**src/inc/tecs_defines.svh**
```systemverilog
`ifndef TECS_DEFINES_SVH
`define TECS_DEFINES_SVH

// ************************************************************
// register byte offsets
// ************************************************************
`define TECS_OFFS_CONFIG 12'h000
`define TECS_OFFS_COUNTER 12'h004
`define TECS_OFFS_PORT 12'h008
`define TECS_OFFS_STATUS 12'h00c

// ************************************************************
// register select codes
// ************************************************************
`define TECS_SEL_NONE 3'h0
`define TECS_SEL_CONFIG 3'h1
`define TECS_SEL_COUNTER 3'h2
`define TECS_SEL_PORT 3'h3
`define TECS_SEL_STATUS 3'h4

// ************************************************************
// configuration fields and reset value
// ************************************************************
`define TECS_CFG_SRC_BIT 5
`define TECS_CFG_EDGE_BIT 4
`define TECS_CFG_PSA_BIT 3
`define TECS_CFG_PS_MSB 2
`define TECS_CFG_PS_LSB 0
`define TECS_CFG_RESET 8'hff

// ************************************************************
// port register fields and reset value
// ************************************************************
`define TECS_PORT_DIR_BIT 0
`define TECS_PORT_DATA_BIT 1
`define TECS_PORT_RESET 2'h1

// ************************************************************
// status fields
// ************************************************************
`define TECS_STAT_PIN_BIT 0
`define TECS_STAT_PRESC_BIT 1
`define TECS_STAT_FORCED_BIT 2

// ************************************************************
// bus answers and misc
// ************************************************************
`define TECS_RESP_OKAY 2'h0
`define TECS_RESP_SLVERR 2'h2
`define TECS_COUNT_RESET 8'h00
`define TECS_COUNT_STEP 8'h01

`endif

```
**src/inc/tecs_pkg.sv**
```systemverilog
package tecs_pkg;

    // four phases of one instruction cycle
    typedef enum logic [1:0] {
        TECS_PHASE_1ST,
        TECS_PHASE_2ND,
        TECS_PHASE_3RD,
        TECS_PHASE_4TH
    } tecs_phase_t;

endpackage : tecs_pkg

```
**src/core/tecs_prescaler.sv**
```systemverilog
`timescale 1ns/100ps
`include "tecs_defines.svh"

module tecs_prescaler #(
    parameter int CNT_W = 8
) (
    input wire logic sys_clk,
    input wire logic sys_rst,
    input wire logic clk_in,
    input wire logic assign_en,
    input wire logic [2:0] ratio,
    input wire logic clear,
    output logic presc_out
);

    logic prev_reg;
    logic prev_next;
    logic [CNT_W-1:0] cnt_reg;
    logic [CNT_W-1:0] cnt_next;
    logic out_reg;
    logic out_next;

    // ************************************************************
    // divider chain on rising pin edges
    // ************************************************************
    always_comb
    begin
        prev_next = clk_in;
        cnt_next = cnt_reg;
        if (clear)
        begin
            cnt_next = '0;
        end
        else if (clk_in && !prev_reg)
        begin
            cnt_next = cnt_reg + CNT_W'(1);
        end
        if (assign_en)
        begin
            // a counter bit toggles evenly, so the output is symmetrical
            out_next = cnt_next[ratio];
        end
        else
        begin
            out_next = clk_in;
        end
    end

    always_ff @(posedge sys_clk)
    begin
        if (sys_rst)
        begin
            prev_reg <= 1'b0;
            cnt_reg <= '0;
            out_reg <= 1'b0;
        end
        else
        begin
            prev_reg <= prev_next;
            cnt_reg <= cnt_next;
            out_reg <= out_next;
        end
    end

    assign presc_out = out_reg;

endmodule : tecs_prescaler

```
**src/core/tecs_sync.sv**
```systemverilog
`timescale 1ns/100ps

module tecs_sync (
    input wire logic sys_clk,
    input wire logic sys_rst,
    input wire logic second_phase_clock,
    input wire logic fourth_phase_clock,
    input wire logic timer_edge_select,
    input wire logic presc_in,
    output logic sample,
    output logic inc_pulse
);

    logic sample_reg;
    logic sample_next;
    logic pulse_reg;
    logic pulse_next;
    logic strobe;

    // ************************************************************
    // phase sampling and edge detect
    // ************************************************************
    always_comb
    begin
        strobe = second_phase_clock || fourth_phase_clock;
        sample_next = sample_reg;
        pulse_next = 1'b0;
        if (strobe)
        begin
            sample_next = presc_in;
            // edge select high counts falling edges
            if (timer_edge_select)
            begin
                pulse_next = sample_reg && !presc_in;
            end
            else
            begin
                pulse_next = !sample_reg && presc_in;
            end
        end
    end

    always_ff @(posedge sys_clk)
    begin
        if (sys_rst)
        begin
            sample_reg <= 1'b0;
            pulse_reg <= 1'b0;
        end
        else
        begin
            sample_reg <= sample_next;
            pulse_reg <= pulse_next;
        end
    end

    assign sample = sample_reg;
    assign inc_pulse = pulse_reg;

endmodule : tecs_sync

```
**src/core/tecs_top.sv**
```systemverilog
`timescale 1ns/100ps
`include "tecs_defines.svh"

module tecs_top #(
    parameter int ADDR_W = 12,
    parameter int PRESC_W = 8
) (
    input wire logic sys_clk,
    input wire logic sys_rst,
    input wire logic [ADDR_W-1:0] s_axi_awaddr,
    input wire logic [2:0] s_axi_awprot,
    input wire logic s_axi_awvalid,
    output logic s_axi_awready,
    input wire logic [31:0] s_axi_wdata,
    input wire logic [3:0] s_axi_wstrb,
    input wire logic s_axi_wvalid,
    output logic s_axi_wready,
    output logic [1:0] s_axi_bresp,
    output logic s_axi_bvalid,
    input wire logic s_axi_bready,
    input wire logic [ADDR_W-1:0] s_axi_araddr,
    input wire logic [2:0] s_axi_arprot,
    input wire logic s_axi_arvalid,
    output logic s_axi_arready,
    output logic [31:0] s_axi_rdata,
    output logic [1:0] s_axi_rresp,
    output logic s_axi_rvalid,
    input wire logic s_axi_rready,
    input wire logic shared_port_pin_two_in,
    output logic shared_port_pin_two_out,
    output logic shared_port_pin_two_oe,
    output logic [7:0] timer_zero_counter
);

    // ************************************************************
    // address decode
    // ************************************************************
    function automatic logic [2:0] tecs_decode(input logic [ADDR_W-1:0] addr);
        logic [2:0] sel;
        sel = `TECS_SEL_NONE;
        case (addr)
            `TECS_OFFS_CONFIG: sel = `TECS_SEL_CONFIG;
            `TECS_OFFS_COUNTER: sel = `TECS_SEL_COUNTER;
            `TECS_OFFS_PORT: sel = `TECS_SEL_PORT;
            `TECS_OFFS_STATUS: sel = `TECS_SEL_STATUS;
            default: sel = `TECS_SEL_NONE;
        endcase
        return sel;
    endfunction : tecs_decode

    // ************************************************************
    // pin synchroniser
    // ************************************************************
    logic pin_meta_reg;
    logic pin_sync_reg;

    always_ff @(posedge sys_clk)
    begin
        if (sys_rst)
        begin
            pin_meta_reg <= 1'b0;
            pin_sync_reg <= 1'b0;
        end
        else
        begin
            pin_meta_reg <= shared_port_pin_two_in;
            pin_sync_reg <= pin_meta_reg;
        end
    end

    // ************************************************************
    // four-phase generator
    // ************************************************************
    tecs_pkg::tecs_phase_t phase_reg;
    tecs_pkg::tecs_phase_t phase_next;
    logic second_phase_clock;
    logic fourth_phase_clock;

    always_comb
    begin
        case (phase_reg)
            tecs_pkg::TECS_PHASE_1ST: phase_next = tecs_pkg::TECS_PHASE_2ND;
            tecs_pkg::TECS_PHASE_2ND: phase_next = tecs_pkg::TECS_PHASE_3RD;
            tecs_pkg::TECS_PHASE_3RD: phase_next = tecs_pkg::TECS_PHASE_4TH;
            default: phase_next = tecs_pkg::TECS_PHASE_1ST;
        endcase
        second_phase_clock = (phase_reg == tecs_pkg::TECS_PHASE_2ND);
        fourth_phase_clock = (phase_reg == tecs_pkg::TECS_PHASE_4TH);
    end

    always_ff @(posedge sys_clk)
    begin
        if (sys_rst)
        begin
            phase_reg <= tecs_pkg::TECS_PHASE_1ST;
        end
        else
        begin
            phase_reg <= phase_next;
        end
    end

    // ************************************************************
    // prescaler and synchroniser
    // ************************************************************
    logic [7:0] cfg_reg;
    logic [7:0] cfg_next;
    logic presc_clear;
    logic presc_out;
    logic sync_sample;
    logic inc_pulse;

    tecs_prescaler #(
        .CNT_W(PRESC_W)
    ) u_prescaler (
        .sys_clk(sys_clk),
        .sys_rst(sys_rst),
        .clk_in(pin_sync_reg),
        .assign_en(!cfg_reg[`TECS_CFG_PSA_BIT]),
        .ratio(cfg_reg[`TECS_CFG_PS_MSB:`TECS_CFG_PS_LSB]),
        .clear(presc_clear),
        .presc_out(presc_out)
    );

    tecs_sync u_sync (
        .sys_clk(sys_clk),
        .sys_rst(sys_rst),
        .second_phase_clock(second_phase_clock),
        .fourth_phase_clock(fourth_phase_clock),
        .timer_edge_select(cfg_reg[`TECS_CFG_EDGE_BIT]),
        .presc_in(presc_out),
        .sample(sync_sample),
        .inc_pulse(inc_pulse)
    );

    // ************************************************************
    // bus slave and registers
    // ************************************************************
    logic [7:0] cnt_reg;
    logic [7:0] cnt_next;
    logic [1:0] port_reg;
    logic [1:0] port_next;
    logic pin_out_reg;
    logic pin_out_next;
    logic pin_oe_reg;
    logic pin_oe_next;
    logic aw_have_reg;
    logic aw_have_next;
    logic [ADDR_W-1:0] awaddr_reg;
    logic [ADDR_W-1:0] awaddr_next;
    logic w_have_reg;
    logic w_have_next;
    logic [31:0] wdata_reg;
    logic [31:0] wdata_next;
    logic wstrb0_reg;
    logic wstrb0_next;
    logic awready_reg;
    logic awready_next;
    logic wready_reg;
    logic wready_next;
    logic bvalid_reg;
    logic bvalid_next;
    logic [1:0] bresp_reg;
    logic [1:0] bresp_next;
    logic arready_reg;
    logic arready_next;
    logic rvalid_reg;
    logic rvalid_next;
    logic [31:0] rdata_reg;
    logic [31:0] rdata_next;
    logic [1:0] rresp_reg;
    logic [1:0] rresp_next;
    logic [ADDR_W-1:0] wr_addr;
    logic [31:0] wr_data;
    logic wr_lane0;
    logic [2:0] wr_sel;
    logic [2:0] rd_sel;
    logic do_write;
    logic pin_forced;

    always_comb
    begin
        cfg_next = cfg_reg;
        cnt_next = cnt_reg;
        port_next = port_reg;
        aw_have_next = aw_have_reg;
        awaddr_next = awaddr_reg;
        w_have_next = w_have_reg;
        wdata_next = wdata_reg;
        wstrb0_next = wstrb0_reg;
        awready_next = awready_reg;
        wready_next = wready_reg;
        bvalid_next = bvalid_reg;
        bresp_next = bresp_reg;
        arready_next = arready_reg;
        rvalid_next = rvalid_reg;
        rdata_next = rdata_reg;
        rresp_next = rresp_reg;
        presc_clear = 1'b0;
        pin_forced = cfg_reg[`TECS_CFG_SRC_BIT];
        // readies rise at the first edge after reset
        if (!aw_have_reg && !awready_reg && !bvalid_reg && !w_have_reg && !wready_reg)
        begin
            awready_next = 1'b1;
            wready_next = 1'b1;
        end
        if (!arready_reg && !rvalid_reg)
        begin
            arready_next = 1'b1;
        end

        // counting: pin edges or one step per instruction cycle
        if (cfg_reg[`TECS_CFG_SRC_BIT])
        begin
            if (inc_pulse)
            begin
                cnt_next = cnt_reg + `TECS_COUNT_STEP;
            end
        end
        else if (fourth_phase_clock)
        begin
            cnt_next = cnt_reg + `TECS_COUNT_STEP;
        end

        // write address and data in either order
        if (s_axi_awvalid && awready_reg)
        begin
            aw_have_next = 1'b1;
            awaddr_next = s_axi_awaddr;
            awready_next = 1'b0;
        end
        if (s_axi_wvalid && wready_reg)
        begin
            w_have_next = 1'b1;
            wdata_next = s_axi_wdata;
            wstrb0_next = s_axi_wstrb[0];
            wready_next = 1'b0;
        end
        wr_addr = awaddr_next;
        wr_data = wdata_next;
        wr_lane0 = wstrb0_next;
        wr_sel = tecs_decode(wr_addr);
        do_write = aw_have_next && w_have_next;
        if (do_write)
        begin
            aw_have_next = 1'b0;
            w_have_next = 1'b0;
            bvalid_next = 1'b1;
            bresp_next = (wr_sel == `TECS_SEL_NONE) ? `TECS_RESP_SLVERR : `TECS_RESP_OKAY;
            if (wr_lane0)
            begin
                case (wr_sel)
                    `TECS_SEL_CONFIG: cfg_next = wr_data[7:0];
                    `TECS_SEL_COUNTER:
                    begin
                        // write beats a same-cycle increment
                        cnt_next = wr_data[7:0];
                        presc_clear = !cfg_reg[`TECS_CFG_PSA_BIT];
                    end
                    `TECS_SEL_PORT: port_next = wr_data[1:0];
                    default: presc_clear = 1'b0;
                endcase
            end
        end
        if (bvalid_reg && s_axi_bready)
        begin
            bvalid_next = 1'b0;
            awready_next = 1'b1;
            wready_next = 1'b1;
        end

        // read channel
        rd_sel = tecs_decode(s_axi_araddr);
        if (s_axi_arvalid && arready_reg)
        begin
            arready_next = 1'b0;
            rvalid_next = 1'b1;
            rdata_next = 32'h0000_0000;
            rresp_next = `TECS_RESP_OKAY;
            case (rd_sel)
                `TECS_SEL_CONFIG: rdata_next[7:0] = cfg_reg;
                `TECS_SEL_COUNTER: rdata_next[7:0] = cnt_reg;
                `TECS_SEL_PORT: rdata_next[1:0] = port_reg;
                `TECS_SEL_STATUS:
                begin
                    rdata_next[`TECS_STAT_PIN_BIT] = sync_sample;
                    rdata_next[`TECS_STAT_PRESC_BIT] = presc_out;
                    rdata_next[`TECS_STAT_FORCED_BIT] = pin_forced;
                end
                default: rresp_next = `TECS_RESP_SLVERR;
            endcase
        end
        else if (rvalid_reg && s_axi_rready)
        begin
            rvalid_next = 1'b0;
            arready_next = 1'b1;
        end

        // pin drive: source select overrides the direction latch
        pin_out_next = port_reg[`TECS_PORT_DATA_BIT];
        pin_oe_next = !pin_forced && !port_reg[`TECS_PORT_DIR_BIT];
    end

    always_ff @(posedge sys_clk)
    begin
        if (sys_rst)
        begin
            cfg_reg <= `TECS_CFG_RESET;
            cnt_reg <= `TECS_COUNT_RESET;
            port_reg <= `TECS_PORT_RESET;
            pin_out_reg <= 1'b0;
            pin_oe_reg <= 1'b0;
            aw_have_reg <= 1'b0;
            awaddr_reg <= '0;
            w_have_reg <= 1'b0;
            wdata_reg <= 32'h0000_0000;
            wstrb0_reg <= 1'b0;
            awready_reg <= 1'b0;
            wready_reg <= 1'b0;
            bvalid_reg <= 1'b0;
            bresp_reg <= `TECS_RESP_OKAY;
            arready_reg <= 1'b0;
            rvalid_reg <= 1'b0;
            rdata_reg <= 32'h0000_0000;
            rresp_reg <= `TECS_RESP_OKAY;
        end
        else
        begin
            cfg_reg <= cfg_next;
            cnt_reg <= cnt_next;
            port_reg <= port_next;
            pin_out_reg <= pin_out_next;
            pin_oe_reg <= pin_oe_next;
            aw_have_reg <= aw_have_next;
            awaddr_reg <= awaddr_next;
            w_have_reg <= w_have_next;
            wdata_reg <= wdata_next;
            wstrb0_reg <= wstrb0_next;
            awready_reg <= awready_next;
            wready_reg <= wready_next;
            bvalid_reg <= bvalid_next;
            bresp_reg <= bresp_next;
            arready_reg <= arready_next;
            rvalid_reg <= rvalid_next;
            rdata_reg <= rdata_next;
            rresp_reg <= rresp_next;
        end
    end

    assign s_axi_awready = awready_reg;
    assign s_axi_wready = wready_reg;
    assign s_axi_bvalid = bvalid_reg;
    assign s_axi_bresp = bresp_reg;
    assign s_axi_arready = arready_reg;
    assign s_axi_rvalid = rvalid_reg;
    assign s_axi_rdata = rdata_reg;
    assign s_axi_rresp = rresp_reg;
    assign shared_port_pin_two_out = pin_out_reg;
    assign shared_port_pin_two_oe = pin_oe_reg;
    assign timer_zero_counter = cnt_reg;

endmodule : tecs_top

```
**config.mk**
```make
export PLATFORM = sky130hd
export DESIGN_NAME = tecs_top
export DESIGN_NICKNAME = d
export VERILOG_FILES = /design/src/inc/tecs_pkg.sv /design/src/core/tecs_prescaler.sv /design/src/core/tecs_sync.sv /design/src/core/tecs_top.sv
export VERILOG_INCLUDE_DIRS = /design/src /design/src/inc
export SDC_FILE = /design/constraint.sdc
export NUM_CORES = 1
export LEC_CHECK = 0
export BUFFER_PORTS_ARGS = -buffer_cell sky130_fd_sc_hd__buf_2
export CAP_MARGIN = 30
export CORE_MARGIN = 4
export CORE_UTILIZATION = 50
export DETAILED_ROUTE_END_ITERATION = 7
export PLACE_DENSITY = 0.79
export SYNTH_ARGS = -nofsm -noshare
export SYNTH_HDL_FRONTEND = slang
export SYNTH_SLANG_ARGS = --single-unit
```
**constraint.sdc**
```tcl
create_clock -name sys_clk -period 2.4 [get_ports sys_clk]
set_input_delay 0.48 -clock sys_clk [delete_from_list [all_inputs] [get_ports sys_clk]]
set_output_delay 0.48 -clock sys_clk [all_outputs]
set_load 0.1 [all_outputs]
```
* Word level (Yosys, flattened, before mapping) *
Cells that the tools add are included.

cells by class
  $add $sub $neg = 2
  order comparisons = 1
  equality and inequality tests = 16
  muxes and demuxes = 37
  bitwise gates (word level) = 1
  reductions and logical operators = 44

operators by type and width
  cell                   number
  $mux W8                9
  $eq A12 B4 Y1 const B  4
  $eq A12 B3 Y1 const B  2
  $logic_not A12 Y1      2
  $pmux W3 S4            2
  $mux W1                18
  $add A8 B1 Y8 const B  2
  $logic_and A1 B1 Y1    15
  $logic_not A1 Y1       13
  $eq A3 B2 Y1 const B   4
  $mux W12               1
  $pmux W5 S2            1
  $pmux W2 S4            1
  $reduce_or A2 Y1       4
  $eq A3 B1 Y1 const B   2
  $pmux W2 S3            1
  $reduce_and A3 Y1      2
  $reduce_bool A3 Y1     2
  $eq A2 B2 Y1 const B   2
  $lt A3 B4 Y1 const B   1
  $mux W2                2
  $reduce_bool A2 Y1     2
  $reduce_or A4 Y1       1
  $bmux W1 S3            1
  7 further kinds        7

storage, ports and cells
  register bits = 76
  bits of input ports = 74
  output and inout bits = 51
  logic and storage cells = 127

* Longest topological paths before layout *
Gate-level depths: netlist of run 1.

  depth in word-level cells = 12
  mapped depth = 7
  gate-level depth less buffers = 6

* Cells and area by module *
From an unflattened synthesis of run 1, not the netlist that was laid out.

unflattened totals
  cells, all modules = 405
  area total of the unflattened synthesis = 3661.0 µm²

by module, submodules not included
  module          times used  cells an instance  area each (µm²)  sequential area each (µm²)
  tecs_top        1           335                3030.4           1241.2
  tecs_prescaler  1           61                 539.3            200.2
  tecs_sync       1           9                  91.3             40.0

* Least setup slack after synthesis of run 1 *
Ideal clock, no wire load.

  kind = register to register
  start = reg awready_reg, in the netlist s_axi_awready
  end = reg cfg_reg[3]
  setup time = 0.120 ns
  data arrival time = 2.506 ns
  required time = 2.280 ns
  setup slack = -0.226 ns
  stages on the path, launching flop included = 8
  path buffers = 2
  clock period less this slack = 2.626 ns
  cells stage by stage = dfxtp_1 -> and2_1 -> buf_6 -> mux2_2 -> a2111oi_4 -> buf_6 -> mux2i_1 -> or2_1

between the ends
  word-level cells in the longest chain between the ends = 6
  elaborated cells on any way between the ends = 11
  classes of those cells = 4 x eq/ne; 3 x mux; 4 x reduce/logical

ends and longest elaborated chain
  item                                         line             source
  start, declared                              tecs_top.sv:157  logic awready_reg;
  start signal, assigned                       tecs_top.sv:339  awready_reg <= awready_next;
  $logic_and A1 B1 Y1 (*)                      tecs_top.sv:226  if (s_axi_awvalid && awready_reg)
  $mux W12                                     tecs_top.sv:226
  $eq A12 B4 Y1, or another cell as far along  tecs_top.sv:41   case (addr)
  $pmux W3 S4                                  tecs_top.sv:41
  $eq A3 B1 Y1                                 tecs_top.sv:252  case (wr_sel)
  $reduce_and A3 Y1 (no source line) (*)       -
  end signal, assigned                         tecs_top.sv:308  cfg_reg <= `TECS_CFG_RESET;
  end signal, assigned                         tecs_top.sv:329  cfg_reg <= cfg_next;
  end, declared                                tecs_top.sv:106  logic [7:0] cfg_reg;

Every way passes the cells marked *; elsewhere a longest branch is shown, timed or not.
A chain may end at the register's enable or synchronous reset.

* Worst setup path in the final report of run 1 *
  start = reg awaddr_reg[9]
  end = reg port_reg[0]

between the ends
  word-level cells in the longest chain between the ends = 5
  elaborated cells on any way between the ends = 8
  classes of those cells = 4 x eq/ne; 2 x mux; 2 x reduce/logical

ends and longest elaborated chain
  item                                         line             source
  start, declared                              tecs_top.sv:149  logic [ADDR_W-1:0] awaddr_reg;
  start signal, assigned                       tecs_top.sv:335  awaddr_reg <= awaddr_next;
  $mux W12 (*)                                 tecs_top.sv:226
  $eq A12 B4 Y1, or another cell as far along  tecs_top.sv:41
  $pmux W3 S4 (*)                              tecs_top.sv:41
  $eq A3 B2 Y1 (*)                             tecs_top.sv:252
  $reduce_and A3 Y1 (no source line) (*)       -
  end signal, assigned                         tecs_top.sv:310  port_reg <= `TECS_PORT_RESET;
  end signal, assigned                         tecs_top.sv:331  port_reg <= port_next;
  end, declared                                tecs_top.sv:141  logic [1:0] port_reg;

Marks and branches as above.

==> results of run 1 <==
## power breakdown
part / switching (mW) / internal, mW / leakage, nW
clock: 0.476 / 0.589 / 0.110
combinational: 0.672 / 0.237 / 0.933
sequential: 0.0781 / 1.33 / 0.601
## cell families (layout without fill, tap and decap cells)
| logic type | Yosys count | in the layout | synth area share |
|---|---|---|---|
| compound gates | 72 | 72 | 0.151 |
| xor+xnor | 12 | 12 | 0.0298 |
| fa+ha+maj | 6 | 6 | 0.0213 |
| buf+inv | 46 | 95 | 0.0829 |
| flops | 74 | 74 | 0.420 |
| mux | 21 | 21 | 0.0627 |
| other cells | 1 | 26 | 0.00106 |
| simple gates | 156 | 156 | 0.231 |
## routing by layer
layer / wire (um) / track usage
met5: 0 / 0
met3: 371 / 0.0369
met4: 103 / 0.0606
met1: 3510 / 0.234
met2: 3660 / 0.308
## final cells by class
class                   instances  area share
multi-input cells             293       0.453
clock inverters                 6      0.0224
clock buffers                  10      0.0313
well taps                      96      0.0294
repair buffers                 73      0.0945
flip-flops and latches         74       0.363
inverters                       6     0.00552
## worst paths after layout
path | slack (ns) | end | depth (start not counted)
max | 0.36 | port_reg[0] | 5
min | 0.35 | pin_meta_reg | 2
max reg2reg | 0.36 | port_reg[0] | 5
min reg2reg | 0.44 | pin_sync_reg | 1
## cells in the mapped netlist (all sizes together), types with 5 or more instances
cell type	n
dfxtp	74
nand2	51
buf	33
nor2	33
a21oi	21
nor2b	13
mux2i	12
or2	11
xnor2	11
nor4	10
o21ai	10
mux2	9
a211oi	8
a21o	7
clkbuf	7
nand2b	7
a22oi	6
ha	6
inv	6
nor3	6
nand4	5
## stage by stage
stage	setup WS, ns	util	area (um2)
after detailed placement	0.181	0.565	3860
after global placement	0.198	0.565	3860
after floorplan	0.00190	-	3620
after global routing	0.121	0.597	4080
after CTS	0.302	0.597	4080
final	0.364	0.597	4080
## worst max-delay path, cell delays in order (launching register included)
cell	delay, ns
dfxtp_1	0.33
nor4_1	0.42
nand4_2	0.29
a2111oi_2	0.59
mux2i_1	0.25
nand2b_1	0.06
==> summary.txt, run 1 <==
Logic synthesis
  – Asr flop ratio synth: 0
  – Sequential area share after synthesis: 0.420
  – Largest cells by area after synthesis: dfxtp_1, buf_4, nand2_1
  – Yosys reg bits: 74
  – Syn_area_per_cell: 9.10 um2
  – Top FF cell, synth: dfxtp_1
  – Cell taking the most area after synthesis: dfxtp_1
  – Post-synthesis cell area: between 0.003 and 0.004 mm2
  – Warnings, synthesis: 0
  – Synth Instances: 388
  – Post-synth top area share: 0.420
  – Count of different cell masters after synthesis: 52
  – EDFF count, synth: 0

Drt
  – Drt initial violations: ~130
  – Pre-antenna DRT Iters: 4
  – DRC Markers: 0
  – Vias/cell: 5.16
  – DR WL/cell: 13.7 um
  – Final ANT Viol Nets: 0
  – Drt total wl: 7640 um
  – Vias: 2882

Power and ir drop
  – Total power: approximately 3.4 mW
  – Leakage power: 1.64 nW
  – Power per cell area: 829 mW/mm2
  – VDD IR max: slightly above 0.0008 V

Min path
  – Hold_sp: shared_port_pin_two_in
  – HP Class: in -> reg

Critical path
  – Crit end category: register
  – Crit start category: register
  – WS Path Type: reg -> reg
  – Crit path arrival time: 2.28 ns
  – CP Max Fanout: 4
  – R2R Path Start: awaddr_reg[9]
  – Required time of the critical path: 2.64 ns
  – Setup crit start: awaddr_reg[9]

Floorplanning
  – Die area: 0.00847 mm2
  – Die Wd: 92.0 um
  – Die height: 92.0 um
  – Site Rows: 30
  – Core Region: a little under 0.007 mm2
  – Initial cell density of the core: 0.517
  – Num ports: around 130

CTS
  – Post-CTS Setup Inserts: 0
  – Post-CTS sizing: 0
  – CTS Sinks: 74
  – Hold_buf cts: 0
  – TritonCTS clock tree: yes
  – H-tree Lvls: 3
  – Total CTS buffers: 9
  – Worst skew pair latency: 0.35 ns
  – Clk pin slew, worst setup/hold paths: 0.08 ns
  – CTS root buf: clkbuf_8
  – CTS Buffer Depth: 2

Place
  – Buffers on Ports: 65
  – DP HPWL: 5580 um
  – Gpl congestion: 0.838
  – Cells after DPL: 542

STA
  – Worst Tran Pin Value: 0.691 ns
  – Max Slew Vio Count: 0
  – Relative max-transition margin: 0.539
  – Crit path time final: 2.04 ns
  – Setup tns final: 0 ns
  – Fin. Hold Viols: 0
  – Fmax: 0.491 GHz
  – Worst hold slack: 0.354 ns
  – Final worst-path cycle share: 0.848
  – RSZ-0062 raised after global routing: false
  – Setup violations, final: 0
  – Layout Skew: 0.0109 ns

Cells and area
  – Number of fill cells: roughly 620
  – Area grow syn2layout: 15.6%
  – Reg area: 0.00148 mm2
  – Inserted Diodes: 0
  – Commonest non-fill, non-tap cell in the layout: dfxtp_1
  – Post-Layout Cell Count: approximately 560
  – Commonest cells after routing, fill and taps aside: dfxtp_1, buf_2, nand2_1
  – Final Net Count: 537
  – Number of flip-flops in the largest register: 12
  – Area of the multi-input gates: between 0.0015 and 0.002 mm2
  – Share of cells above drive strength 1: 0.247

GRT
  – Initial antenna violation count: 0
  – First-pass GRT wire length: ~13000 um
  – Vias in the first global route: 2780
  – GRT Util Overall: 0.183
  – Grt ovf: 0
  – Largest net degree at the start of global routing: 41

Outcome
  – Status: completed

Flow run
  – Max cap viols: 0
Power figures use the tool's default switching activity.
==> inputs of run 2 (changes only) <==
--- a/config.mk
+++ b/config.mk
@@ -6,6 +6,7 @@
 export SDC_FILE = /design/constraint.sdc
 export NUM_CORES = 1
 export LEC_CHECK = 0
+export ABC_AREA = 1
 export BUFFER_PORTS_ARGS = -buffer_cell sky130_fd_sc_hd__buf_2
 export CAP_MARGIN = 30
 export CORE_MARGIN = 4
==> constraint.sdc (replaced) <==
create_clock -name sys_clk -period 2 [get_ports sys_clk]
set_input_delay 0.4 -clock sys_clk [delete_from_list [all_inputs] [get_ports sys_clk]]
set_output_delay 0.4 -clock sys_clk [all_outputs]
set_load 0.1 [all_outputs]
==> summary.txt, run 2 <==
Outcome
  – Status: completed (unchanged)

GRT
  – First-pass GRT wire length: 13500 um (was 12600 um)
  – GRT Util Overall: 0.197 (was 0.183)
  – Vias in the first global route: 3005 (was 2780)
  – Grt ovf: 0 (unchanged)
  – Largest net degree at the start of global routing: 48 (was 41)
  – Initial antenna violation count: 0 (unchanged)

Place
  – Area after DPL: 0.00398 mm2 (was 0.00386 mm2)
  – DP HPWL: 5990 um (was 5580 um)
  – Place WS: -0.0679 ns (was 0.181 ns)
  – Buffers on Ports: 65 (unchanged)
  – Gpl congestion: 0.904 (was 0.838)

Drt
  – Drt initial violations: 181 (was 129)
  – Final ANT Viol Nets: 0 (unchanged)
  – Drt total wl: 8210 um (was 7640 um)
  – DRC Markers: 0 (unchanged)
  – Vias/cell: 4.98 (was 5.16)
  – DR WL/cell: 12.6 um (was 13.7 um)
  – Vias: 3255 (was 2882)
  – Pre-antenna DRT Iters: 5 (was 4)

STA
  – Worst hold slack: 0.253 ns (was 0.354 ns)
  – Fin. Hold Viols: 0 (unchanged)
  – Fmax: 0.534 GHz (was 0.491 GHz)
  – Worst Tran Pin Value: 0.577 ns (was 0.691 ns)
  – Crit path time final: 1.87 ns (was 2.04 ns)
  – Setup violations, final: 0 (unchanged)
  – Layout Skew: 0.00674 ns (was 0.0109 ns)
  – Relative max-transition margin: 0.613 (was 0.539)
  – Final worst-path cycle share: 0.937 (was 0.848)
  – Setup tns final: 0 ns (unchanged)
  – Max Slew Vio Count: 0 (unchanged)
  – Final setup margin: 0.126 ns (was 0.364 ns)

CTS
  – TritonCTS clock tree: yes (unchanged)
  – CTS Sinks: 74 (unchanged)
  – Worst skew pair latency: 0.35 ns (about the same)
  – Hold_buf cts: 0 (unchanged)
  – Total CTS buffers: 9 (unchanged)
  – CTS Buffer Depth: 2 (unchanged)
  – CTS root buf: clkbuf_8 (unchanged)
  – Clk pin slew, worst setup/hold paths: 0.07 ns (was 0.08 ns)
  – H-tree Lvls: 3 (unchanged)

Cells and area
  – Share of cells above drive strength 1: 0.244 (was 0.247)
  – Number of flip-flops in the largest register: 12 (unchanged)
  – Inserted Diodes: 0 (unchanged)
  – Commonest cells after routing, fill and taps aside: nand2_1, dfxtp_1, buf_2 (was dfxtp_1, buf_2, nand2_1)
  – Final Net Count: 633 (was 537)
  – Commonest non-fill, non-tap cell in the layout: nand2_1 (was dfxtp_1)
  – Post-route cell area: 0.00427 mm2 (was 0.00408 mm2)
  – Area grow syn2layout: 21.2% (was 15.6%)
  – Number of fill cells: 613 (was 616)

Critical path
  – Max incr delay on CP: 0.35 ns (was 0.59 ns)
  – Crit path arrival time: 2.12 ns (was 2.28 ns)
  – Slowest library cell on the worst path: dfxtp_4 (was a2111oi_2)
  – Required time of the critical path: 2.25 ns (was 2.64 ns)
  – Crit start category: register (unchanged)
  – CP Max Fanout: 13 (was 4)
  – Crit end category: register (unchanged)
  – Cell mode on critical path: nand2_1
  – Critical Path, Cell by Cell: buf_4 -> nand3_2 -> nand2_1 -> nor2_2 -> nand2_2 -> nor2_4 -> nand3_4 -> nand2_2 -> nand2_1 -> nand3_1 -> nand3_1 -> nand2_1 -> a21oi_1 (was nor4_1 -> nand4_2 -> a2111oi_2 -> mux2i_1 -> nand2b_1)
  – Reg2reg setup slack: 0.13 ns (was 0.36 ns)
  – WS Path Type: reg -> reg (unchanged)

Logic synthesis
  – Post-synthesis cell area: 0.00352 mm2 (was 0.00353 mm2)
  – Post-synth top area share: 0.421 (was 0.420)
  – EDFF count, synth: 0 (unchanged)
  – Largest cells by area after synthesis: dfxtp_1, nand2_1, buf_4 (was dfxtp_1, buf_4, nand2_1)
  – Top FF cell, synth: dfxtp_1 (unchanged)
  – Count of different cell masters after synthesis: 38 (was 52)
  – Post-synth top cells: nand2_1, dfxtp_1, nor2_1, inv_1, a21oi_1 (was dfxtp_1, nand2_1, nor2_1, buf_4, a21oi_1)
  – Cell taking the most area after synthesis: dfxtp_1 (unchanged)
  – Yosys reg bits: 74 (unchanged)
  – Synth Instances: 468 (was 388)
  – Sequential area share after synthesis: 0.421 (was 0.420)
  – Syn_area_per_cell: 7.52 um2 (was 9.10 um2)
  – Warnings, synthesis: 0 (unchanged)
  – Asr flop ratio synth: 0 (unchanged)
  – Most frequent cell after synthesis: nand2_1 (was dfxtp_1)

Min path
  – HP Class: in -> reg (unchanged)

Power and ir drop
  – Leakage power: 2.15 nW (was 1.64 nW)
  – Net Sw Power: 1.69 mW (was 1.23 mW)
  – Total power: 4.49 mW (was 3.38 mW)
  – Gate power share: 0.338 (was 0.269)
  – Power Internal: 2.80 mW (was 2.15 mW)
  – Power per cell area: 1050 mW/mm2 (was 829 mW/mm2)
  – VDD IR max: 0.000516 V (was 0.000831 V)
  – Seq pwr share: 0.378 (was 0.416)
  – Clk pwr share: 0.284 (was 0.315)
  – Sw Share: 0.376 (was 0.363)

Floorplanning
  – Die area: 0.00844 mm2 (was 0.00847 mm2)
  – Site Rows: 30 (unchanged)
  – Initial cell density of the core: 0.515 (was 0.517)
  – Core Region: 0.00683 mm2 (unchanged)
  – Num ports: 125 (unchanged)
  – Die height: 91.9 um (was 92.0 um)
  – Die Wd: 91.9 um (was 92.0 um)

Flow run
  – Max cap viols: 0 (unchanged)
[run 2: cell types whose count changed in the layout (fill, tap and decap cells not counted), moves of 10 or more]
cell      before  now
buf_4          8   25
nor2b_1       13    0
a21oi_1       21   32
nand2_2        0   10
nand2_1       51   88
nor2_1        33   49
o211ai_1       0   10
nand3_1        4   27
inv_1          6   46
[run 2: layout make-up]
cell class                      instances  area [um2]  area share
Multi-Input combinational cell        329        1720       0.404
Inverter                               48         180      0.0422
Clock buffer                           11         141      0.0331
Sequential cell                        74        1490       0.350
Clock inverter                          5        76.3      0.0179
Timing Repair Buffer                   91         533       0.125
Tap cell                               96         120      0.0282
[run 2: final timing paths]
kind / from / end / depth (start not counted)
max: s_axi_awready / u_prescaler.presc_out / 13
min: shared_port_pin_two_in / pin_meta_reg / 3
max reg2reg: s_axi_awready / u_prescaler.presc_out / 13
min reg2reg: pin_meta_reg / pin_sync_reg / 2
[run 2: critical path, delay by kind of cell (launching register included)]
kind / cells / cell delay [ns]
buffers and inverters: 1 / 0.18
and+or+nand+nor: 11 / 1.18
DFF: 1 / 0.35
AOI/OAI and AO/OA: 1 / 0.05
[run 2: what timing repair did]
item / in CTS / in global routing
setup endpoints to repair: 0 / 7
setup buffers: 0 / 3
endpoints found under the hold margin: 0 / 0
gates resized for setup: 0 / 14
[run 2: per-stage QoR]
step                cells  utilization
floorplan             493            -
global placement      635        0.582
detailed placement    635        0.582
CTS                   651        0.614
global route          654        0.624
finish                654        0.624
[run 2: power by group through the flow]
stage          clock network [mW]  registers, mW  logic, mW
5_1_grt                      1.36           1.72       1.65
3_5_place_dp                    0           1.73       1.41
4_1_cts                      1.30           1.70       1.42
2_1_floorplan                   0           2.01      0.858
6_report                     1.28           1.70       1.52
3_3_place_gp                    0           1.72       1.38
[run 2: layer usage]
layer,wire length [um],global-route usage,share of wire,vias up
met5,0,0,0,-
li1,-,-,-,1644
met3,728,0.0541,0.089,22
met2,3630,0.294,0.44,140
met4,195,0.0965,0.024,0
met1,3660,0.263,0.45,1449
[run 2: cells by family after synthesis]
kind of cell	after synthesis	synth area share
AND/OR/NAND/NOR	199	0.244
AO/OA/AOI/OAI	79	0.132
buffers and inverters	90	0.131
other	1	0.00107
flip-flops	74	0.421
adder cells (fa/ha/maj)	6	0.0213
XOR/XNOR	11	0.0274
multiplexers	8	0.0228
==> inputs of run 3 (changes only) <==
--- a/config.mk
+++ b/config.mk
@@ -6,13 +6,12 @@
 export SDC_FILE = /design/constraint.sdc
 export NUM_CORES = 1
 export LEC_CHECK = 0
-export ABC_AREA = 1
 export BUFFER_PORTS_ARGS = -buffer_cell sky130_fd_sc_hd__buf_2
 export CAP_MARGIN = 30
 export CORE_MARGIN = 4
 export CORE_UTILIZATION = 50
 export DETAILED_ROUTE_END_ITERATION = 7
-export PLACE_DENSITY = 0.79
+export PLACE_DENSITY_LB_ADDON = 0.2
 export SYNTH_ARGS = -nofsm -noshare
 export SYNTH_HDL_FRONTEND = slang
 export SYNTH_SLANG_ARGS = --single-unit
==> summary.txt, run 3 (synthesis results as in run 1) <==
Outcome
  – Status: completed (unchanged)

STA
  – Relative max-transition margin: 0.658 (was 0.613)
  – Setup tns final: 0 ns (unchanged)
  – Final worst-path cycle share: 0.940 (was 0.937)
  – Worst hold slack: 0.267 ns (was 0.253 ns)
  – Max Slew Vio Count: 0 (unchanged)
  – Fin. Hold Viols: 0 (unchanged)
  – Crit path time final: 1.88 ns (was 1.87 ns)
  – Final setup margin: 0.120 ns (was 0.126 ns)
  – Setup violations, final: 0 (unchanged)
  – Layout Skew: 0.00920 ns (was 0.00674 ns)
  – Worst Tran Pin Value: 0.513 ns (was 0.577 ns)
  – Fmax: 0.532 GHz (was 0.534 GHz)
  – RSZ-0062 raised after global routing: false

CTS
  – TritonCTS clock tree: yes (unchanged)
  – Clk pin slew, worst setup/hold paths: 0.07 ns (about the same)
  – Total CTS buffers: 9 (unchanged)
  – Worst skew pair latency: 0.35 ns (about the same)
  – H-tree Lvls: 3 (unchanged)
  – CTS Buffer Depth: 2 (unchanged)
  – Hold_buf cts: 0 (unchanged)
  – CTS root buf: clkbuf_8 (unchanged)
  – CTS Sinks: 74 (unchanged)

Power and ir drop
  – Power Internal: 2.76 mW (was 2.80 mW)
  – Total power: 4.25 mW (was 4.49 mW)
  – Gate power share: 0.289 (was 0.338)
  – Power per cell area: 987 mW/mm2 (was 1050 mW/mm2)
  – Net Sw Power: 1.50 mW (was 1.69 mW)
  – Clk pwr share: 0.310 (was 0.284)
  – Leakage power: 1.77 nW (was 2.15 nW)
  – VDD IR max: 0.00156 V (was 0.000516 V)
  – Seq pwr share: 0.401 (was 0.378)
  – Sw Share: 0.352 (was 0.376)

Floorplanning
  – Die Wd: 92.0 um (was 91.9 um)
  – Core Region: 0.00683 mm2 (unchanged)
  – Num ports: 125 (unchanged)
  – Initial cell density of the core: 0.517 (was 0.515)
  – Die area: 0.00847 mm2 (was 0.00844 mm2)
  – Die height: 92.0 um (was 91.9 um)
  – Site Rows: 30 (unchanged)

Cells and area
  – Commonest non-fill, non-tap cell in the layout: dfxtp_1 (was nand2_1)
  – Reg area: 0.00149 mm2 (unchanged)
  – Commonest cells after routing, fill and taps aside: dfxtp_1, buf_2, nand2_1 (was nand2_1, dfxtp_1, buf_2)
  – Number of fill cells: 605 (was 613)
  – Area of the multi-input gates: 0.00190 mm2 (was 0.00172 mm2)
  – Share of cells above drive strength 1: 0.295 (was 0.244)
  – Final Net Count: 556 (was 633)
  – Number of flip-flops in the largest register: 12 (unchanged)
  – Post-route cell area: 0.00431 mm2 (was 0.00427 mm2)
  – Final core utilization: 0.631 (was 0.624)
  – Post-Layout Cell Count: 577 (was 654)
  – Inserted Diodes: 0 (unchanged)
  – Area grow syn2layout: 22.2% (was 21.2%)

GRT
  – GRT Util Overall: 0.185 (was 0.197)
  – First-pass GRT wire length: 12400 um (was 13500 um)
  – Grt ovf: 0 (unchanged)
  – Vias in the first global route: 2690 (was 3005)
  – Largest net degree at the start of global routing: 25 (was 48)
  – Initial antenna violation count: 0 (unchanged)

Critical path
  – Crit end category: register (unchanged)
  – WS Path Type: reg -> reg (unchanged)
  – Crit path arrival time: 2.10 ns (was 2.12 ns)
  – Setup crit start: awaddr_reg[8] (was s_axi_awready)
  – Required time of the critical path: 2.22 ns (was 2.25 ns)
  – Worst r2r path cells: 6 (was 13)
  – CP Max Fanout: 8 (was 13)
  – Crit start category: register (unchanged)
  – R2R Path Start: awaddr_reg[8] (was s_axi_awready)

Drt
  – Vias/cell: 5.09 (was 4.98)
  – Final ANT Viol Nets: 0 (unchanged)
  – Drt total wl: 7780 um (was 8210 um)
  – DR WL/cell: 13.5 um (was 12.6 um)
  – DRC Markers: 0 (unchanged)
  – Drt initial violations: 95 (was 181)
  – Pre-antenna DRT Iters: 4 (was 5)
  – Vias: 2936 (was 3255)

Min path
  – Hold path cells: 2 (was 3)
  – HP Class: in -> reg (unchanged)
  – Hold_sp: shared_port_pin_two_in (unchanged)

Flow run
  – Max cap viols: 0 (unchanged)

Place
  – Gpl congestion: 0.776 (was 0.904)
  – Buffers on Ports: 65 (unchanged)
  – Area after DPL: 0.00398 mm2 (about the same)
  – Place WS: -0.0918 ns (was -0.0679 ns)
  – DP HPWL: 5640 um (was 5990 um)
  – Cells after DPL: 555 (was 635)
## run 3: metal layers
layer	up-vias	part of all wire	global-route usage
met3	9	0.061	0.0427
met5	-	0	0
met2	94	0.45	0.281
met4	0	0.016	0.0730
li1	1478	-	-
met1	1355	0.47	0.253
## run 3: path summary, 6_finish.rpt
kind / end / slack (ns)
min reg2reg: pin_sync_reg / 0.44
max reg2reg: u_prescaler.cnt_reg[3] / 0.12
min: pin_meta_reg / 0.27
max: u_prescaler.cnt_reg[3] / 0.12
## run 3: repair_timing
item | 4_1_cts | 5_1_grt
buffers inserted | 1 | 4
endpoints found under the setup margin | 12 | 19
resized for setup | 2 | 11
endpoints found under the hold margin | 0 | 0
pin swaps | 1 | 4
gates cloned | 0 | 1
## run 3: layout make-up
type	count	area share
inverters	6	0.00522
clock buffers	11	0.0354
well taps	96	0.0279
repair buffers	92	0.126
flip-flops and latches	74	0.346
multi-input cells	293	0.442
clock inverters	5	0.0174
## run 3: critical path, cell delays in order, from the launching register on
cell and delay [ns]:
dfxtp_2 0.34, nor4_4 0.33, nand4_4 0.20, a221oi_4 0.45, buf_4 0.18, a21oi_2 0.10
a21boi_0 0.16
## run 3: power by group through the flow
stage / combinational, mW / clock, mW / sequential, mW
2_1_floorplan: 0.732 / 0 / 1.93
3_3_place_gp: 1.14 / 0 / 1.72
3_5_place_dp: 1.15 / 0 / 1.73
4_1_cts: 1.19 / 1.35 / 1.70
5_1_grt: 1.32 / 1.41 / 1.73
6_report: 1.23 / 1.32 / 1.71
